**src/uss_pkg.sv**
```systemverilog
// constants and carrier types for the serial status and control block
package uss_pkg;
    // ======================================================================
    // register indices; byte address is four times the index
    // ======================================================================
    localparam logic [7:0] IDX_LINE_FLAGS = 8'h25;
    localparam logic [7:0] IDX_HANDSHAKE = 8'h26;
    localparam logic [7:0] IDX_CONTROL = 8'h27;
    localparam logic [7:0] IDX_EXT_STATUS = 8'h28;

    // ======================================================================
    // field positions
    // ======================================================================
    localparam int LF_OVERRUN = 1;
    localparam int LF_PARITY = 2;
    localparam int LF_FRAMING = 3;
    localparam int LF_BREAK = 4;
    localparam int LF_TX_LOW = 5;
    localparam int LF_SHIFT_EMPTY = 6;
    localparam int LF_SPECIAL = 7;
    localparam int LF_RX_AVAIL = 0;
    localparam int HS_CTS_CHG = 0;
    localparam int HS_DSR_CHG = 1;
    localparam int HS_CTS_LVL = 4;
    localparam int HS_DSR_LVL = 5;
    localparam int ES_TIMEOUT = 0;
    localparam int ES_PAR_HEAD = 1;
    localparam int ES_SPC_HEAD = 2;
    localparam int ES_RX_THR = 3;
    localparam int ES_TX_SPACE = 4;
    localparam int ES_RX_ON = 7;
    localparam int CT_SOFT_RST = 7;

    // ======================================================================
    // reset values, bus codes and timing counts
    // ======================================================================
    localparam logic [1:0] TX_THR_RESET = 2'h0;
    localparam logic [1:0] RX_THR_RESET = 2'h3;
    localparam logic [1:0] RX_THR_CODE_FOUR = 2'h0;
    localparam logic [2:0] RX_THR_FOUR = 3'h4;
    localparam logic [1:0] HTRANS_NONSEQ = 2'h2;
    localparam logic [1:0] SRST_CYCLES = 2'h2;
    localparam logic [4:0] OVERSAMPLE = 5'h10;
    localparam int RX_TIMEOUT_CLKS = 2048;

    // receiver events from the shift datapath, one-cycle pulses
    typedef struct packed {
        logic char_done;
        logic special;
        logic parity_bad;
        logic framing_bad;
        logic break_det;
        logic overrun;
    } uss_rx_evt_t;

    // control fields handed to the datapath
    typedef struct packed {
        logic soft_reset;
        logic [1:0] tx_thr;
        logic [1:0] rx_thr;
        logic sync_mode;
        logic tx_clk_int;
        logic rx_clk_int;
    } uss_ctrl_t;
endpackage : uss_pkg

```
**src/uss_sticky_flag.sv**
```systemverilog
// sticky status flag: hardware set beats software clear
`timescale 1ns/1ps
module uss_sticky_flag (
    input wire logic hclk,
    input wire logic hresetn,
    input wire logic srst,
    input wire logic set,
    input wire logic clr,
    output logic q
);
    logic q_ff;

    // ======================================================================
    // flag storage
    // ======================================================================
    // set tested before clr so an event in the clearing cycle survives
    always_ff @(posedge hclk or negedge hresetn) begin
        if (!hresetn) begin
            q_ff <= 1'b0;
        end else if (srst) begin
            q_ff <= 1'b0;
        end else if (set) begin
            q_ff <= 1'b1;
        end else if (clr) begin
            q_ff <= 1'b0;
        end
    end
    assign q = q_ff;

    // ======================================================================
    // checks
    // ======================================================================
    AST_FLAG_SET_WINS: assert property (@(posedge hclk) disable iff (!hresetn)
        (set && !srst) |=> q) else $error("flag lost a set event");
    AST_FLAG_CLR: assert property (@(posedge hclk) disable iff (!hresetn)
        (clr && !set) |=> !q) else $error("flag not cleared");
endmodule : uss_sticky_flag

```
**src/uss_status_control.sv**
```systemverilog
// serial transceiver status and control registers on an ahb-lite slave
//
// The implementer's own choice: the AHB-Lite register port.
`timescale 1ns/1ps
module uss_status_control #(
    parameter int TX_DEPTH = 4,
    parameter int RX_DEPTH = 4,
    parameter int TIMEOUT_CLKS = uss_pkg::RX_TIMEOUT_CLKS
) (
    input wire logic hclk,
    input wire logic hresetn,
    input wire logic hsel,
    input wire logic [31:0] haddr,
    input wire logic [1:0] htrans,
    input wire logic hwrite,
    input wire logic [2:0] hsize,
    input wire logic [31:0] hwdata,
    input wire logic hready,
    output logic hreadyout,
    output logic hresp,
    output logic [31:0] hrdata,
    input wire uss_pkg::uss_rx_evt_t rx_evt,
    input wire logic [2:0] rx_count,
    input wire logic rx_pop,
    input wire logic rx_head_special,
    input wire logic rx_head_parity,
    input wire logic [2:0] tx_level,
    input wire logic tx_shift_empty,
    input wire logic dsr_n,
    input wire logic cts_n,
    input wire logic div_tick,
    input wire logic external_receive_clock_pin,
    output uss_pkg::uss_ctrl_t ctrl,
    output logic receiver_on,
    output logic rx_push,
    output logic tx_sample_tick,
    output logic rx_sample_tick,
    output logic tx_bit_tick,
    output logic rx_bit_tick
);
    localparam int TO_W = $clog2(TIMEOUT_CLKS + 1);

    initial begin
        if (TX_DEPTH < 1 || TX_DEPTH > 7 || RX_DEPTH < 4 || RX_DEPTH > 7)
            $error("queue depths outside the 3-bit level range");
        if (TIMEOUT_CLKS < 2)
            $error("timeout count too small");
    end

    // ======================================================================
    // ahb-lite address phase
    // ======================================================================
    logic acc;
    logic rd_acc;
    logic wr_pend_ff;
    logic [7:0] wr_idx_ff;
    logic [7:0] idx;
    logic rd_line;
    logic rd_hs;
    logic rd_ext;
    logic [7:0] rd_val;
    logic [31:0] hrdata_ff;

    // zero wait states: every transfer finishes in its first data cycle
    assign hreadyout = 1'b1;
    assign hresp = 1'b0;
    assign acc = hsel && hready && (htrans == uss_pkg::HTRANS_NONSEQ);
    assign rd_acc = acc && !hwrite;
    assign idx = haddr[9:2];
    assign rd_line = rd_acc && (idx == uss_pkg::IDX_LINE_FLAGS);
    assign rd_hs = rd_acc && (idx == uss_pkg::IDX_HANDSHAKE);
    assign rd_ext = rd_acc && (idx == uss_pkg::IDX_EXT_STATUS);

    // write address held for the data phase where hwdata arrives
    always_ff @(posedge hclk or negedge hresetn) begin
        if (!hresetn) begin
            wr_pend_ff <= 1'b0;
            wr_idx_ff <= 8'h00;
        end else begin
            wr_pend_ff <= acc && hwrite;
            wr_idx_ff <= idx;
        end
    end

    // ======================================================================
    // software reset sequencer
    // ======================================================================
    logic [1:0] srst_cnt_ff;
    logic srst;
    logic wr_ctrl;
    logic wr_ext;

    assign wr_ctrl = wr_pend_ff && (wr_idx_ff == uss_pkg::IDX_CONTROL);
    assign wr_ext = wr_pend_ff && (wr_idx_ff == uss_pkg::IDX_EXT_STATUS);
    assign srst = (srst_cnt_ff != 2'h0);

    // two-cycle reset window, then the bit reads back zero
    always_ff @(posedge hclk or negedge hresetn) begin
        if (!hresetn) begin
            srst_cnt_ff <= 2'h0;
        end else if (srst) begin
            srst_cnt_ff <= srst_cnt_ff - 2'h1;
        end else if (wr_ctrl && hwdata[uss_pkg::CT_SOFT_RST]) begin
            srst_cnt_ff <= uss_pkg::SRST_CYCLES;
        end
    end

    // ======================================================================
    // control and receiver enable registers
    // ======================================================================
    logic [1:0] tx_thr_ff;
    logic [1:0] rx_thr_ff;
    logic sync_ff;
    logic tx_int_ff;
    logic rx_int_ff;
    logic rx_on_ff;

    // soft reset restores the same values as the hardware reset
    always_ff @(posedge hclk or negedge hresetn) begin
        if (!hresetn) begin
            tx_thr_ff <= uss_pkg::TX_THR_RESET;
            rx_thr_ff <= uss_pkg::RX_THR_RESET;
            sync_ff <= 1'b0;
            tx_int_ff <= 1'b0;
            rx_int_ff <= 1'b0;
        end else if (srst) begin
            tx_thr_ff <= uss_pkg::TX_THR_RESET;
            rx_thr_ff <= uss_pkg::RX_THR_RESET;
            sync_ff <= 1'b0;
            tx_int_ff <= 1'b0;
            rx_int_ff <= 1'b0;
        end else if (wr_ctrl) begin
            tx_thr_ff <= hwdata[6:5];
            rx_thr_ff <= hwdata[4:3];
            sync_ff <= hwdata[2];
            tx_int_ff <= hwdata[1];
            rx_int_ff <= hwdata[0];
        end
    end

    // only bit 7 of the extended status register takes writes
    always_ff @(posedge hclk or negedge hresetn) begin
        if (!hresetn) begin
            rx_on_ff <= 1'b0;
        end else if (srst) begin
            rx_on_ff <= 1'b0;
        end else if (wr_ext) begin
            rx_on_ff <= hwdata[uss_pkg::ES_RX_ON];
        end
    end

    assign ctrl = '{soft_reset: srst, tx_thr: tx_thr_ff, rx_thr: rx_thr_ff,
                    sync_mode: sync_ff, tx_clk_int: tx_int_ff,
                    rx_clk_int: rx_int_ff};
    assign receiver_on = rx_on_ff;

    // ======================================================================
    // clock source selection and bit timing
    // ======================================================================
    logic ext_clk_ff;
    logic ext_edge;
    logic [3:0] tx_os_ff;
    logic [3:0] rx_os_ff;
    logic [3:0] os_last;

    assign os_last = 4'(uss_pkg::OVERSAMPLE - 5'h01);

    // pin is synchronous; rising edge acts as one source clock
    always_ff @(posedge hclk or negedge hresetn) begin
        if (!hresetn) begin
            ext_clk_ff <= 1'b0;
        end else begin
            ext_clk_ff <= external_receive_clock_pin;
        end
    end
    assign ext_edge = external_receive_clock_pin && !ext_clk_ff;
    assign tx_sample_tick = tx_int_ff ? div_tick : ext_edge;
    assign rx_sample_tick = rx_int_ff ? div_tick : ext_edge;

    // async: one bit per sixteen samples; sync: one bit per clock
    always_ff @(posedge hclk or negedge hresetn) begin
        if (!hresetn) begin
            tx_os_ff <= 4'h0;
            rx_os_ff <= 4'h0;
        end else if (srst || sync_ff) begin
            tx_os_ff <= 4'h0;
            rx_os_ff <= 4'h0;
        end else begin
            if (tx_sample_tick) begin
                tx_os_ff <= (tx_os_ff == os_last) ? 4'h0 : tx_os_ff + 4'h1;
            end
            if (rx_sample_tick) begin
                rx_os_ff <= (rx_os_ff == os_last) ? 4'h0 : rx_os_ff + 4'h1;
            end
        end
    end
    assign tx_bit_tick = tx_sample_tick && (sync_ff || tx_os_ff == os_last);
    assign rx_bit_tick = rx_sample_tick && (sync_ff || rx_os_ff == os_last);

    // ======================================================================
    // receive event flags, cleared by a line flag read
    // ======================================================================
    logic [5:0] lf_set;
    logic [5:0] lf_q;
    logic rx_live;

    // a disabled receiver reports nothing and loads nothing
    assign rx_live = rx_on_ff && !srst;
    assign rx_push = rx_live && rx_evt.char_done && !rx_evt.framing_bad;
    assign lf_set[0] = rx_live && rx_evt.overrun;
    assign lf_set[1] = rx_push && rx_evt.parity_bad;
    assign lf_set[2] = rx_live && rx_evt.char_done && rx_evt.framing_bad;
    assign lf_set[3] = rx_live && rx_evt.break_det;
    assign lf_set[4] = rx_push && rx_evt.special;
    // handshake change detectors
    logic dsr_n_ff;
    logic cts_n_ff;
    assign lf_set[5] = 1'b0;

    always_ff @(posedge hclk or negedge hresetn) begin
        if (!hresetn) begin
            dsr_n_ff <= 1'b1;
            cts_n_ff <= 1'b1;
        end else begin
            dsr_n_ff <= dsr_n;
            cts_n_ff <= cts_n;
        end
    end

    // ======================================================================
    // timeout on an idle, under-threshold receive queue
    // ======================================================================
    logic [2:0] rx_thr_bytes;
    logic rx_at_thr;
    logic to_armed;
    logic to_set;
    logic [TO_W-1:0] to_cnt_ff;

    assign rx_thr_bytes = (rx_thr_ff == uss_pkg::RX_THR_CODE_FOUR) ?
        uss_pkg::RX_THR_FOUR : {1'b0, rx_thr_ff};
    assign rx_at_thr = (rx_count >= rx_thr_bytes);
    assign to_armed = !rx_at_thr && (rx_count != 3'h0);
    assign to_set = to_armed && rx_sample_tick &&
        (to_cnt_ff == TO_W'(TIMEOUT_CLKS - 1));

    // counts receiver clocks since the last character; saturates
    always_ff @(posedge hclk or negedge hresetn) begin
        if (!hresetn) begin
            to_cnt_ff <= '0;
        end else if (srst || !to_armed || rx_evt.char_done) begin
            to_cnt_ff <= '0;
        end else if (rx_sample_tick && to_cnt_ff != TO_W'(TIMEOUT_CLKS)) begin
            to_cnt_ff <= to_cnt_ff + TO_W'(1);
        end
    end

    // ======================================================================
    // sticky flag cells
    // ======================================================================
    logic [7:0] fl_set;
    logic [7:0] fl_clr;
    logic [7:0] fl_q;

    // cells 0-4 line flags, 5-6 handshake changes, 7 timeout
    assign fl_set = {to_set, dsr_n != dsr_n_ff, cts_n != cts_n_ff, lf_set[4:0]};
    assign fl_clr = {rd_ext || (rx_count == 3'h0), rd_hs, rd_hs, {5{rd_line}}};
    assign lf_q = {1'b0, fl_q[4:0]};

    genvar gi;
    generate
        for (gi = 0; gi < 8; gi++) begin : g_flag
            uss_sticky_flag u_flag (
                .hclk(hclk),
                .hresetn(hresetn),
                .srst(srst),
                .set(fl_set[gi]),
                .clr(fl_clr[gi]),
                .q(fl_q[gi])
            );
        end
    endgenerate

    // ======================================================================
    // read data
    // ======================================================================
    logic [7:0] line_val;
    logic [7:0] hs_val;
    logic [7:0] ctrl_val;
    logic [7:0] ext_val;
    logic tx_low;

    assign tx_low = (tx_level <= {1'b0, tx_thr_ff});
    always_comb begin
        line_val = 8'h00;
        line_val[uss_pkg::LF_SPECIAL] = lf_q[4];
        line_val[uss_pkg::LF_SHIFT_EMPTY] = tx_shift_empty;
        line_val[uss_pkg::LF_TX_LOW] = tx_low;
        line_val[uss_pkg::LF_BREAK] = lf_q[3];
        line_val[uss_pkg::LF_FRAMING] = lf_q[2];
        line_val[uss_pkg::LF_PARITY] = lf_q[1];
        line_val[uss_pkg::LF_OVERRUN] = lf_q[0];
        line_val[uss_pkg::LF_RX_AVAIL] = (rx_count != 3'h0);
        hs_val = 8'h00;
        hs_val[uss_pkg::HS_DSR_LVL] = !dsr_n;
        hs_val[uss_pkg::HS_CTS_LVL] = !cts_n;
        hs_val[uss_pkg::HS_DSR_CHG] = fl_q[6];
        hs_val[uss_pkg::HS_CTS_CHG] = fl_q[5];
        ctrl_val = {srst, tx_thr_ff, rx_thr_ff, sync_ff, tx_int_ff, rx_int_ff};
        ext_val = 8'h00;
        ext_val[uss_pkg::ES_RX_ON] = rx_on_ff;
        ext_val[uss_pkg::ES_TX_SPACE] = (tx_level < 3'(TX_DEPTH));
        ext_val[uss_pkg::ES_RX_THR] = rx_at_thr;
        ext_val[uss_pkg::ES_SPC_HEAD] = rx_head_special && (rx_count != 3'h0);
        ext_val[uss_pkg::ES_PAR_HEAD] = rx_head_parity && (rx_count != 3'h0);
        ext_val[uss_pkg::ES_TIMEOUT] = fl_q[7];
        unique case (idx)
            uss_pkg::IDX_LINE_FLAGS: rd_val = line_val;
            uss_pkg::IDX_HANDSHAKE: rd_val = hs_val;
            uss_pkg::IDX_CONTROL: rd_val = ctrl_val;
            uss_pkg::IDX_EXT_STATUS: rd_val = ext_val;
            default: rd_val = 8'h00;
        endcase
    end

    // value captured at the address edge, before its flags clear
    always_ff @(posedge hclk or negedge hresetn) begin
        if (!hresetn) begin
            hrdata_ff <= 32'h0000_0000;
        end else if (rd_acc) begin
            hrdata_ff <= {24'h00_0000, rd_val};
        end
    end
    assign hrdata = hrdata_ff;

    // ======================================================================
    // checks
    // ======================================================================
    AST_LINE_READ_CLEARS: assert property (@(posedge hclk) disable iff (!hresetn)
        (rd_line && lf_set == 6'h00 && !srst) |=> (lf_q[4:0] == 5'h00))
        else $error("line flags survived a read");
    AST_SPECIAL_SETS: assert property (@(posedge hclk) disable iff (!hresetn)
        (rx_push && rx_evt.special && !srst) |=> lf_q[4])
        else $error("special flag not set");
    AST_FRAMING_DROPS: assert property (@(posedge hclk) disable iff (!hresetn)
        (rx_evt.framing_bad) |-> !rx_push)
        else $error("framed-bad character loaded");
    AST_SRST_TWO: assert property (@(posedge hclk) disable iff (!hresetn)
        $rose(srst) |-> srst ##1 srst ##1 !srst)
        else $error("soft reset not two cycles");
    AST_SRST_DEFAULTS: assert property (@(posedge hclk) disable iff (!hresetn)
        $fell(srst) |-> (rx_thr_ff == uss_pkg::RX_THR_RESET && !rx_on_ff))
        else $error("soft reset left state");
    AST_RX_THR_FOUR: assert property (@(posedge hclk) disable iff (!hresetn)
        (rx_thr_ff == 2'h0 && rx_count == 3'h3) |-> !rx_at_thr)
        else $error("code 00 not four bytes");
    AST_SYNC_BIT: assert property (@(posedge hclk) disable iff (!hresetn)
        sync_ff |-> (rx_bit_tick == rx_sample_tick))
        else $error("sync mode not one bit per clock");
    AST_TIMEOUT_SETS: assert property (@(posedge hclk) disable iff (!hresetn)
        (to_set && !srst) |=> fl_q[7])
        else $error("timeout not flagged");
    AST_HS_CHANGE: assert property (@(posedge hclk) disable iff (!hresetn)
        ($changed(dsr_n) && !srst) |=> fl_q[6])
        else $error("dsr change missed");
    COV_SRST: cover property (@(posedge hclk) disable iff (!hresetn)
        $rose(srst));
    COV_TIMEOUT: cover property (@(posedge hclk) disable iff (!hresetn)
        to_set);
    COV_SET_CLR: cover property (@(posedge hclk) disable iff (!hresetn)
        rd_line && lf_set != 6'h00);
endmodule : uss_status_control

```
**config.mk**
```make
export PLATFORM = sky130hd
export DESIGN_NAME = uss_status_control
export DESIGN_NICKNAME = d
export VERILOG_FILES = /design/src/uss_pkg.sv /design/src/uss_sticky_flag.sv /design/src/uss_status_control.sv
export SDC_FILE = /design/constraint.sdc
export NUM_CORES = 1
export LEC_CHECK = 0
export BUFFER_PORTS_ARGS = -buffer_cell sky130_fd_sc_hd__buf_2
export CORE_MARGIN = 3
export CORE_UTILIZATION = 52
export DETAILED_ROUTE_END_ITERATION = 10
export GPL_TIMING_DRIVEN = 0
export PLACE_DENSITY = 0.86
export SLEW_MARGIN = 20
export SYNTH_ARGS = -nofsm -noshare
export SYNTH_HDL_FRONTEND = slang
export SYNTH_HIERARCHICAL = 1
export SYNTH_SLANG_ARGS = --single-unit
```
**constraint.sdc**
```tcl
create_clock -name hclk -period 5 [get_ports hclk]
set_input_delay 0.5 -clock hclk [delete_from_list [all_inputs] [get_ports hclk]]
set_output_delay 0.5 -clock hclk [all_outputs]
set_load 0.02 [all_outputs]
```
After elaboration in Yosys (flattened, before gate mapping)
Index checks and enable logic that the tools add are counted.
{"block": "word_totals", "ram_bits": 0, "elab_cells": 148, "latchBits": 0, "mem_bits_ro": 0, "output_inout_bits": 48, "register_bits": 58, "input_bits": 94, "n_memories": 0}
{"block": "op_classes", "mux": 45, "addsub": 4, "div": 0, "n_mul": 0, "bitwise": 0, "shifts": 0, "n_reduce_logical": 59, "magnitude_cmp": 3, "eq_ne": 13}
{"cell": "$eq 8x6->1 const B", "n": 6}
{"cell": "$pmux 8 s4", "n": 1}
{"cell": "$mux 1", "n": 29}
{"cell": "$logic_and 1x1->1", "n": 27}
{"cell": "$reduce_bool 3->1", "n": 9}
{"cell": "$mux 12", "n": 2}
{"cell": "$mux 4", "n": 6}
{"cell": "$reduce_bool 2->1", "n": 7}
{"cell": "$add 12x1->12 const B", "n": 1}
{"cell": "$eq 12x11->1 const B", "n": 1}
{"cell": "$mux 2", "n": 6}
{"cell": "$ne 12x12->1 const B", "n": 1}
{"cell": "$add 4x1->4 const B", "n": 2}
{"cell": "$eq 4x4->1 const B", "n": 2}
{"cell": "$logic_not 1->1", "n": 8}
{"cell": "$logic_or 1x1->1", "n": 6}
{"cell": "$ge 3x3->1", "n": 1}
{"cell": "$le 3x2->1", "n": 1}
{"cell": "$logic_not 3->1", "n": 1}
{"cell": "$lt 3x3->1 const B", "n": 1}
{"cell": "$mux 3", "n": 1}
{"cell": "$eq 2x2->1 const B", "n": 1}
{"cell": "$logic_not 2->1", "n": 1}
{"cell": "$ne 1x1->1", "n": 2}
{"cell": "$sub 2x1->2 const B", "n": 1}

Logic depth before layout (Yosys ltp)
Gate-level depths: netlist of run 1.
{"block": "logic_depth", "word_depth": 9, "ltp_mapped": 8, "mapped_depth_nobuf": 8}

By module
The synthesis of run 1 kept the hierarchy.
{"mod": "uss_status_control", "seq_area_each_um2": 1256.2, "n_inst": 1, "cells_per_inst": 315, "area_per_inst_um2": 2981.6}
{"mod": "uss_sticky_flag", "seq_area_each_um2": 25.0, "n_inst": 8, "cells_per_inst": 4, "area_per_inst_um2": 43.8}

Worst setup path before layout of run 1
OpenSTA, ideal clock, no wires.
{"block": "synth_path", "path_kind": "reg2reg", "start": "register rx_thr_ff[1]", "end": "register to_cnt_ff[2]", "synth_period_minus_slack_ns": 2.020, "path_buffers": 1, "required_time_ns": 4.923, "stages_incl_launch_ff": 8, "setup_slack_ns": 2.980, "setup_time_ns": 0.077, "t_arrival_ns": 1.943, "path_cell_list": "dfstp_2 > or2_2 > ha_1 > a21oi_1 > o21ai_1 > or4b_1 > buf_2 > a21oi_1"}
{"block": "synth_via", "elab_chain_cells": 9, "word_cells_on_any_way": 10, "classes_between": "1 x order compare; 2 x mux; 7 x reduce/logical"}
{"element": "start: declaration", "line": "uss_status_control.sv:112", "source": "logic [1:0] rx_thr_ff;"}
{"element": "start signal: assignment", "line": "uss_status_control.sv:122", "source": "rx_thr_ff <= uss_pkg::RX_THR_RESET;"}
{"element": "start signal: assignment", "line": "uss_status_control.sv:128", "source": "rx_thr_ff <= uss_pkg::RX_THR_RESET;"}
{"element": "start signal: assignment", "line": "uss_status_control.sv:134", "source": "rx_thr_ff <= hwdata[4:3];"}
{"element": "$logic_not 2->1", "line": "uss_status_control.sv:239", "source": "assign rx_thr_bytes = (rx_thr_ff == uss_pkg::RX_THR_CODE_FOUR) ?"}
{"element": "$mux 3 (*)", "line": "uss_status_control.sv:239"}
{"element": "$ge 3x3->1 (*)", "line": "uss_status_control.sv:241", "source": "assign rx_at_thr = (rx_count >= rx_thr_bytes);"}
{"element": "$logic_not 1->1 (*)", "line": "uss_status_control.sv:242", "source": "assign to_armed = !rx_at_thr && (rx_count != 3'h0);"}
{"element": "$logic_and 1x1->1 (*)", "line": "uss_status_control.sv:242"}
{"element": "$logic_not 1->1 (*)", "line": "uss_status_control.sv:250", "source": "end else if (srst || !to_armed || rx_evt.char_done) begin"}
{"element": "$logic_or 1x1->1 (*) (2 in a row)", "line": "uss_status_control.sv:250"}
{"element": "$mux 12 or $reduce_bool 2->1 (tied branches)"}
{"element": "end signal: assignment", "line": "uss_status_control.sv:253", "source": "to_cnt_ff <= to_cnt_ff + TO_W'(1);"}
{"element": "end: declaration", "line": "uss_status_control.sv:237", "source": "logic [TO_W-1:0] to_cnt_ff;"}
Mark *: on every way between the ends. The rest lies on a longest branch, timed or not.
A chain may end at the register's enable or synchronous reset.

Worst setup path in the final report of run 1
{"block": "layout_path", "start": "register srst_cnt_ff[0]", "end": "output ctrl[7] in the netlist's numbering"}
{"block": "layout_via", "elab_chain_cells": 1}
{"element": "start: declaration", "line": "uss_status_control.sv:88", "source": "logic [1:0] srst_cnt_ff;"}
{"element": "start signal: assignment", "line": "uss_status_control.sv:102", "source": "srst_cnt_ff <= srst_cnt_ff - 2'h1;"}
{"element": "start signal: assignment", "line": "uss_status_control.sv:104", "source": "srst_cnt_ff <= uss_pkg::SRST_CYCLES;"}
{"element": "$reduce_bool 2->1", "line": "uss_status_control.sv:95", "source": "assign srst = (srst_cnt_ff != 2'h0);"}
{"element": "end: declaration", "line": "uss_status_control.sv:33", "source": "output uss_pkg::uss_ctrl_t ctrl,"}
No other way between the ends.

==> metrics, run 1 <==
status=finished, final reports clean; clk slew on worst S/H paths=0.06 ns; Layout area overhead=20.7%; Detail Placement HPWL=5.89 mm; internal power=0.817 mW; leakage=1.88 nW; final slew viol count=0; Comb pwr share=0.214; commonest cells in the netlist=dfrtp_1, buf_4, nor2_1; CTS tree=yes; Max-Slew Margin vs Limit=0.526; DRC marker count from the first detailed-route iteration=154; routability cong.=0.897; ANT nets after route=0; post-CTS setup buffer count=0; Yosys top cell by area=dfrtp_1; most frequent cell after synthesis=dfrtp_1; DR vias/cell=5.40; sequential share of the synthesized area=0.437; post-cts sizing count=0; cells after synthesis=347; minimum clock period=2.39 ns; Cell variety after synth=59; dominant cells by area after synthesis=dfrtp_1, buf_4, ha_1; Total Routed Length=7.82 mm; FF+latch count, synth=58; pre-CTS setup slack=2.74 ns; PwrDens=295 nW/um^2; sw power=0.370 mW; DR pass1 iterations=4; DRC=0; DR vias=2837; number of buffers created by CTS=9; Synth Area per Inst=9.60 um^2; initial antenna violation count=0; H-tree levels=3; Area after DPL=3830 um^2; CP arrival=1.89 ns; Primary FF master, synth=dfrtp_1; share of post-route cells with drive strength above 1=0.298; clk buf depth=2; hold_buf cts=0; setup TNS=0 ns; clock skew=0.00640 ns; Min Hold Slack=0.208 ns; post-synth top area share=0.406; crit end category=output pin; Die X-Extent=86.0 um; Clock Power Share=0.348; worst slew pin tran=0.711 ns; Max FO, Critical Path=17; EDFF count, synth=0; I/O pin count=142; design area=4020 um^2; Layout Nets=550; WL/cell=14.9 um; Peak Freq=419 MHz; crit start category=flop; CP Data Required Time=4.50 ns; Initial Util=0.550; Hold Vio Cnt, Final=0; Seq pwr share=0.438; Synth Cell Area=3330 um^2; root buf cell=clkbuf_8; row cnt=28; IO Port Bufs=63; Filler cells=507; Ys Warns=6; Total Routing Usage GR=0.223; Max Cap Violations=0; VDD IR-drop max=0.000195 V; Antenna diodes=0; final setup vio count=0; worst-skew pair later-pin latency=0.34 ns; worst min path class=primary input to asynchronous set/reset pin; vias in the first global route=2824; period utilization=0.478; final worst setup slack=2.61 ns; unrepaired setup endpoints after global routing=no; die height=86.0 um; largest net degree at the start of global routing=59; die area=7400 um^2; first-pass GRT wire length=12.9 mm; Crit Path Category=flop to output pin; CTS Sinks=58; switching part of the total=0.312; GRT overflow=0; ys async rst share=1.00; Core Area=6060 um^2
-- worst paths after layout --
check	to	depth (start not counted)	start	slack [ns]
setup reg to reg	to_cnt_ff[11]	7	rx_thr_ff[1]	2.71
max in group asynchronous	rx_os_ff[0]	1	hresetn	4.32
min in group hclk	cts_n_ff	1	cts_n	0.28
hold reg to reg	hrdata[6]	2	hrdata[6]	0.51
setup / recovery	ctrl[7]	5	srst_cnt_ff[0]	2.61
hold / removal	to_cnt_ff[7]	1	hresetn	0.21
-- layout by cell type, fill, tap and decap left out, drive strengths merged, types with 2 or more instances in the layout --
cell and n:
dfstp 4, nand4b 2, nor4b 3, ha 11, and4 2, mux2i 9
nand4 6, a22oi 3, nand3 7, mux2 4, inv 24, o31ai 3
a21o 2, clkinvlp 2, and3 3, o2111ai 2, nor3b 2, nor2 28
conb 26, a31oi 3, clkbuf 15, or4b 4, nand2 25, o22ai 2
nor3 6, dfrtp 54, and2 6, a32oi 3, xnor2 2, o21ai 18
or3 5, nand2b 12, o211ai 4, buf 96, clkinv 2, xor2 7
nor2b 2, a21oi 27, nor4 2, or4 3
-- stage by stage --
step | power [mW] | utilization | cells
floorplan | 0.696 | - | 371
global placement | 0.767 | 0.632 | 509
detailed placement | 0.779 | 0.633 | 509
CTS | 1.19 | 0.663 | 525
global route | 1.24 | 0.663 | 525
finish | 1.19 | 0.663 | 525
-- state kept, by name, indices dropped and copies added, names as in the netlist, 4 cells and up --
register and flops:
tx_os_ff 4, rx_os_ff 4, hrdata 8, wr_idx_ff 8
g_flag.u_flag/q 8, to_cnt_ff 12
-- critical path, stage by stage, from the launching register on --
cell     delay, ns
dfrtp_1       0.39
inv_1         0.09
ha_1          0.43
inv_2         0.28
buf_4         0.21
buf_2         0.15
-- logic make-up after synthesis --
kind of cell | synth area share
and+or+nand+nor | 0.213
DFF | 0.437
xor gates and xnor gates | 0.0237
AOI/OAI and AO/OA | 0.139
muxes | 0.0406
buffers and inverters | 0.103
adders and majority gates | 0.0413
other | 0.00225
-- final cells by class --
cell class,count,area (um^2),area share
plain buffers,37,254,0.0632
clock buffers,11,131,0.0327
clock inverters,5,55.1,0.0137
inverters,24,90.1,0.0224
multi-input cells,252,1620,0.403
flip-flops and latches,58,1460,0.362
well taps,75,93.8,0.0233
repair buffers,63,318,0.0791
-- power by group through the flow --
stage	Clock [mW]	Sequential, mW	Combinational, mW
CTS	0.419	0.519	0.253
global placement	0	0.525	0.242
global route	0.442	0.523	0.277
finish	0.413	0.520	0.254
detailed placement	0	0.527	0.252
floorplan	0	0.527	0.169
-- layer usage --
metal  global-route usage  share of wire  wire length, um
met1                0.256           0.39             3060
met5                    0              0                0
met3               0.0701          0.060              470
met2                0.390           0.53             4120
met4               0.0791          0.021              165
Power figures use the tool's default switching activity.
==> run 2: changes to the inputs <==
- ABC_AREA: not set -> 1
- CORE_UTILIZATION: 52 -> 49
- PLACE_DENSITY: 0.86 -> 0.81
- clock period: 5 -> 2.2 ns (I/O delays scaled with it)
==> run 2 against run 1 <==
Against the previous run:
- die area grew 11%
- wire length grew 1.7%
- largest cell class unchanged
- utilization shrank 4.2 points
- critical path type is now flop to flop
==> metrics, run 2 <==
Max FO, Critical Path=10 (was 17); DR pass1 iterations=4 (unchanged); leakage=2.33 nW (was 1.88 nW); share of post-route cells with drive strength above 1=0.238 (was 0.298); Post-Route Utilization=0.621 (was 0.663); worst-skew pair later-pin latency=0.33 ns (was 0.34 ns); Power Total=2.80 mW (was 1.19 mW); final worst setup slack=0.346 ns (was 2.61 ns); initial antenna violation count=0 (unchanged); Ys Warns=6 (unchanged); post-synth top area share=0.384 (was 0.406); sequential share of the synthesized area=0.413 (was 0.437); period utilization=0.843; worst reg2reg startpoint=rx_thr_ff[1] (unchanged); CP Data Required Time=2.47 ns (was 4.50 ns); I/O pin count=142 (unchanged); Min Hold Slack=0.0176 ns (was 0.208 ns); VDD IR-drop max=0.000468 V (was 0.000195 V); Crit Path Category=flop to flop (was flop to output pin); Synth Area per Inst=7.45 um^2 (was 9.60 um^2); Layout Nets=680 (was 550); GRT overflow=0 (unchanged); Max-Slew Margin vs Limit=0.515 (was 0.526); Synth Cell Area=3520 um^2 (was 3330 um^2); max FFs per register=12 (unchanged); clk slew on worst S/H paths=0.06 ns (about the same); DRC marker count from the first detailed-route iteration=212 (was 154); post-cts sizing count=0 (unchanged); placed insts=656 (was 509); unrepaired setup endpoints after global routing=no (unchanged); CP Cell Sequence=inv_1 -> nand2_1 -> ha_1 -> a21oi_1 -> nand3_1 -> nor2_4 -> nand2_2 -> inv_2 -> nand2_1 -> nand2_1 (was inv_1 -> ha_1 -> inv_2 -> buf_4 -> buf_2); Initial Util=0.513 (was 0.550); pre-CTS setup slack=0.350 ns (was 2.74 ns); hold_buf cts=4 (was 0); non-filler cells, final=676 (was 525); status=finished, final reports clean (unchanged); DRC=0 (unchanged); Critical Path Sink=to_cnt_ff[2] (was ctrl[7]); Seq. cell area=1460 um^2 (unchanged); first-pass GRT wire length=13.4 mm (was 12.9 mm); Slowest-stage cell, CP=dfstp_2 (was ha_1); commonest cells in the netlist=nand2_1, inv_1, dfrtp_1 (was dfrtp_1, buf_4, nor2_1); dominant cells by area after synthesis=dfrtp_1, nand2_1, nand3_1 (was dfrtp_1, buf_4, ha_1); DR vias/cell=4.69 (was 5.40); design area=4270 um^2 (was 4020 um^2); worst min path class=primary input to flop (was primary input to asynchronous set/reset pin); setup TNS=0 ns (unchanged); root buf cell=clkbuf_8 (unchanged); commonest non-fill, non-tap cell in the layout=nand2_1 (was buf_2); ys async rst share=1.00 (unchanged); clk buf depth=2 (unchanged); most used cell, CP=nand2_1; crit end category=flop (was output pin); WL/cell=11.8 um (was 14.9 um); EDFF count, synth=0 (unchanged); Die X-Extent=90.8 um (was 86.0 um); cells after synthesis=473 (was 347); vias in the first global route=2932 (was 2824); Antenna diodes=0 (unchanged); max incr delay on CP=0.55 ns (was 0.43 ns); routability cong.=0.927 (was 0.897); Yosys top cell by area=dfrtp_1 (unchanged); Cell variety after synth=36 (was 59); crit start category=flop (unchanged); most frequent cell after synthesis=nand2_1 (was dfrtp_1); reg2reg setup slack=0.35 ns (was 2.71 ns); Peak Freq=539 MHz; Primary FF master, synth=dfrtp_1 (unchanged); worst setup path start=rx_thr_ff[1] (was srst_cnt_ff[0]); CTS tree=yes (unchanged); final slew viol count=0 (unchanged); IO Port Bufs=63 (unchanged); CTS Sinks=58 (unchanged); FF-to-FF path depth=10 (was 7); H-tree levels=3 (unchanged); Reg with most FFs=to_cnt_ff (unchanged); worst slew pin tran=0.727 ns (was 0.711 ns); Area after DPL=4050 um^2 (was 3830 um^2); reg2reg end=to_cnt_ff[2] (was to_cnt_ff[11]); row cnt=30 (was 28); Detail Placement HPWL=5.99 mm (was 5.89 mm); Hold Vio Cnt, Final=0 (unchanged); PwrDens=656 nW/um^2 (was 295 nW/um^2); commonest cells after routing, fill and taps aside=nand2_1, buf_2, inv_1 (was buf_2, dfrtp_1, buf_4); CP arrival=2.13 ns (was 1.89 ns); Layout area overhead=21.1% (was 20.7%); Filler cells=624 (was 507); FF+latch count, synth=58 (unchanged); DR vias=3172 (was 2837); final setup vio count=0 (unchanged); die height=90.8 um (was 86.0 um); Total Routing Usage GR=0.201 (was 0.223); clock skew=0.00417 ns (was 0.00640 ns); minimum clock period=1.85 ns; die area=8240 um^2 (was 7400 um^2); Total Routed Length=7.96 mm (was 7.82 mm); Core Area=6870 um^2 (was 6060 um^2); Multi-input gate area=1650 um^2 (was 1620 um^2); ANT nets after route=0 (unchanged); Max Cap Violations=0 (unchanged); largest net degree at the start of global routing=59 (unchanged); number of buffers created by CTS=9 (unchanged); post-CTS setup buffer count=0 (unchanged)
[run 2: changes by cell type in the layout (fill, tap and decap cells not counted), sizes merged, moves of 8 or more]
| cell | previous run | this run |
|---|---|---|
| nor2 | 28 | 43 |
| nand3 | 7 | 53 |
| nand2 | 25 | 133 |
| inv | 24 | 66 |
| a21oi | 27 | 14 |
| mux2i | 9 | 1 |
| nand2b | 12 | 0 |
[run 2: metal layers]
metal | vias to the layer above | GRT usage | share of wire
met5 | - | 0 | 0
met1 | 1420 | 0.259 | 0.45
met2 | 95 | 0.324 | 0.47
met4 | 0 | 0.0930 | 0.020
li1 | 1644 | - | -
met3 | 13 | 0.0400 | 0.062
[run 2: area by class of cell]
class / instances / share of cell area
tap: 96 / 0.0282
clock inverter: 3 / 0.00352
timing repair buffer: 67 / 0.0839
clock buffer: 13 / 0.0373
sequential: 58 / 0.341
multi-input combinational: 336 / 0.386
buffer: 36 / 0.0604
inverter: 67 / 0.0590
[run 2: logic make-up (layout without fill, tap and decap cells)]
| kind of cell | after synthesis | count (layout) | share of synthesized area |
|---|---|---|---|
| muxes | 1 | 1 | 0.00284 |
| adders and majority gates | 11 | 11 | 0.0391 |
| buffers and inverters | 103 | 186 | 0.145 |
| and+or+nand+nor | 251 | 251 | 0.310 |
| other | 2 | 26 | 0.00213 |
| DFF | 58 | 58 | 0.413 |
| xor gates and xnor gates | 8 | 8 | 0.0199 |
| AOI/OAI and AO/OA | 39 | 39 | 0.0678 |
[run 2: how the worst min path moves through the flow]
stage          depth (start not counted)           end  slack [ns]                        from
6_report                               1  wr_idx_ff[5]        0.02                    haddr[7]
5_1_grt                                1  wr_idx_ff[7]       0.007                    haddr[9]
4_1_cts                                1  wr_idx_ff[5]       0.002                    haddr[7]
3_5_place_dp                           1  to_cnt_ff[6]        0.34                     hresetn
3_3_place_gp                           1    ext_clk_ff        0.34  external_receive_clock_pin
2_1_floorplan                          0    ext_clk_ff       -0.08                     hresetn
[run 2: power breakdown]
| group | switching [mW] | internal (mW) | total, mW |
|---|---|---|---|
| registers | 0.0532 | 1.16 | 1.21 |
| logic | 0.477 | 0.245 | 0.722 |
| clock network | 0.400 | 0.465 | 0.865 |
[run 2: critical path: cells and delay by family (launching register included)]
family	cells	cell delay, ns
buffers and inverters	2	0.23
AO/OA/AOI/OAI	1	0.17
AND/OR/NAND/NOR	6	0.61
adder cells (fa/ha/maj)	1	0.23
flip-flops	1	0.55
==> run 3: changes to the inputs <==
- CORE_UTILIZATION: 49 -> 44
- PLACE_DENSITY: 0.81 -> 0.77
- clock period: 2.2 -> 1.5 ns (I/O delays scaled with it)
==> run 3 against run 2 <==
Against the previous run:
- the flow now finishes with violations (negative setup slack)
- critical path depth unchanged
- count of clock-buffer cells in the layout down 2
- clock power up 86%
- maximum frequency up 7.3%
- global-route usage up 0.54 points
- first-iteration DRC count unchanged
- critical endpoint is now to_cnt_ff[9]
- largest cell class unchanged
==> metrics, run 3 (same netlist as run 2, synthesis figures left out) <==
status=finished with violations (was finished, final reports clean); failing checks=negative setup slack; Post-Route Utilization=0.620 (was 0.621); worst reg2reg startpoint=rx_thr_ff[0] (was rx_thr_ff[1]); routability cong.=0.939 (was 0.927); Filler cells=681 (was 624); worst slew pin tran=0.732 ns (was 0.727 ns); Layout area overhead=36.8% (was 21.1%); Crit Path Category=flop to flop (unchanged); max FFs per register=12 (unchanged); Peak Freq=578 MHz (was 539 MHz); setup TNS=-2.69 ns (was 0 ns); Area after DPL=4090 um^2 (was 4050 um^2); Max Cap Violations=0 (unchanged); first-pass GRT wire length=14.4 mm (was 13.4 mm); row cnt=32 (was 30); pre-CTS setup slack=-0.281 ns (was 0.350 ns); Max FO, Critical Path=5 (was 10); clock skew=0.0114 ns (was 0.00417 ns); Max-Slew Margin vs Limit=0.512 (was 0.515); Hold Vio Cnt, Final=0 (unchanged); non-filler cells, final=714 (was 676); Total Routing Usage GR=0.206 (was 0.201); crit end category=flop (unchanged); I/O pin count=142 (unchanged); Hold Path Origin=hwrite (was haddr[7]); WHS Path Cells=3 (was 1); PwrDens=1030 nW/um^2 (was 656 nW/um^2); WL/cell=12.8 um (was 11.8 um); final worst setup slack=-0.229 ns (was 0.346 ns); share of post-route cells with drive strength above 1=0.324 (was 0.238); Detail Placement HPWL=6.25 mm (was 5.99 mm); FF-to-FF path depth=10 (unchanged); CTS Sinks=58 (unchanged); commonest cells after routing, fill and taps aside=nand2_1, buf_2, buf_4 (was nand2_1, buf_2, inv_1); Seq. cell area=1460 um^2 (about the same); VDD IR-drop max=0.000814 V (was 0.000468 V); die height=95.5 um (was 90.8 um); final setup vio count=13 (was 0); worst-skew pair later-pin latency=0.34 ns (was 0.33 ns); DR pass1 iterations=5 (was 4); leakage=2.51 nW (was 2.33 nW); IO Port Bufs=63 (unchanged); final slew viol count=0 (unchanged); Reg with most FFs=to_cnt_ff (unchanged); largest net degree at the start of global routing=59 (unchanged); worst min path class=primary input to flop (unchanged); CP Data Required Time=1.79 ns (was 2.47 ns); Hold Path Sink=wr_pend_ff (was wr_idx_ff[5]); DR vias=3424 (was 3172); Core Area=7770 um^2 (was 6870 um^2); ANT nets after route=0 (unchanged); reg2reg setup slack=-0.23 ns (was 0.35 ns); Layout Nets=712 (was 680); crit start category=flop (unchanged); clk slew on worst S/H paths=0.07 ns (was 0.06 ns); minimum clock period=1.73 ns (was 1.85 ns); DRC=0 (unchanged); unrepaired setup endpoints after global routing=yes (was no); GRT overflow=0 (unchanged); Min Hold Slack=0.0464 ns (was 0.0176 ns); CTS tree=yes (unchanged); period utilization=1.15 (was 0.843); reg2reg end=to_cnt_ff[9] (was to_cnt_ff[2]); Power Total=4.98 mW (was 2.80 mW); Antenna diodes=0 (unchanged); initial antenna violation count=0 (unchanged); Total Routed Length=9.16 mm (was 7.96 mm); H-tree levels=3 (unchanged); design area=4820 um^2 (was 4270 um^2); DR vias/cell=4.80 (was 4.69); Die X-Extent=95.5 um (was 90.8 um); die area=9120 um^2 (was 8240 um^2); placed insts=662 (was 656); Initial Util=0.454 (was 0.513); CP arrival=2.02 ns (was 2.13 ns); number of buffers created by CTS=9 (unchanged); root buf cell=clkbuf_8 (unchanged); Multi-input gate area=1840 um^2 (was 1650 um^2); clk buf depth=2 (unchanged); commonest non-fill, non-tap cell in the layout=nand2_1 (unchanged); vias in the first global route=3136 (was 2932); DRC marker count from the first detailed-route iteration=212 (unchanged)
==> run 3: area by class of cell <==
class / instances / share of cell area
clock inverters: 5 / 0.0161
repair inverters: 1 / 0.00156
plain buffers: 36 / 0.0545
repair buffers: 98 / 0.132
flip-flops and latches: 58 / 0.303
well taps: 102 / 0.0265
clock buffers: 11 / 0.0293
multi-input cells: 336 / 0.382
inverters: 67 / 0.0543
==> run 3: critical path: stages, from the launching register on <==
cell	delay [ns]
dfstp_2	0.57
inv_2	0.05
nand2_2	0.07
ha_4	0.21
a21oi_4	0.14
nand3_2	0.12
nor2_4	0.17
nand2_4	0.10
clkinvlp_4	0.13
nand2_1	0.06
nand2_1	0.06
==> run 3: power by group <==
| part | internal (mW) | switching (mW) |
|---|---|---|
| registers | 1.70 | 0.0784 |
| logic | 0.690 | 0.905 |
| clock network | 0.975 | 0.639 |
| total | 3.36 | 1.62 |
==> run 3: worst max-delay path by stage <==
| stage | start | end | slack (ns) | cells after the start |
|---|---|---|---|---|
| 2_1_floorplan | rx_thr_ff[1] | to_cnt_ff[7] | -0.17 | 11 |
| 3_3_place_gp | rx_thr_ff[1] | to_cnt_ff[11] | -0.22 | 11 |
| 3_5_place_dp | srst_cnt_ff[0] | tx_os_ff[2] | -0.28 | 8 |
| 4_1_cts | rx_thr_ff[0] | to_cnt_ff[6] | -0.22 | 11 |
| 5_1_grt | rx_thr_ff[0] | to_cnt_ff[8] | -0.36 | 10 |
| 6_report | rx_thr_ff[0] | to_cnt_ff[9] | -0.23 | 10 |
==> run 3: what timing repair did <==
| item | in CTS | in global routing |
|---|---|---|
| hold buffers | 12 | 0 |
| resized for setup | 23 | 34 |
| hold endpoints to repair | 65 | 0 |
| gates cloned | 1 | 0 |
| setup buffers | 11 | 12 |
| setup endpoints to repair | 29 | 42 |
| pin swaps | 12 | 12 |
==> run 3: per-layer routing <==
metal / track usage / vias to the layer above / part of all wire
met5: 0 / - / 0
met4: 0.0995 / 0 / 0.028
met3: 0.0339 / 19 / 0.060
met2: 0.349 / 120 / 0.49
met1: 0.255 / 1576 / 0.42
li1: - / 1709 / -
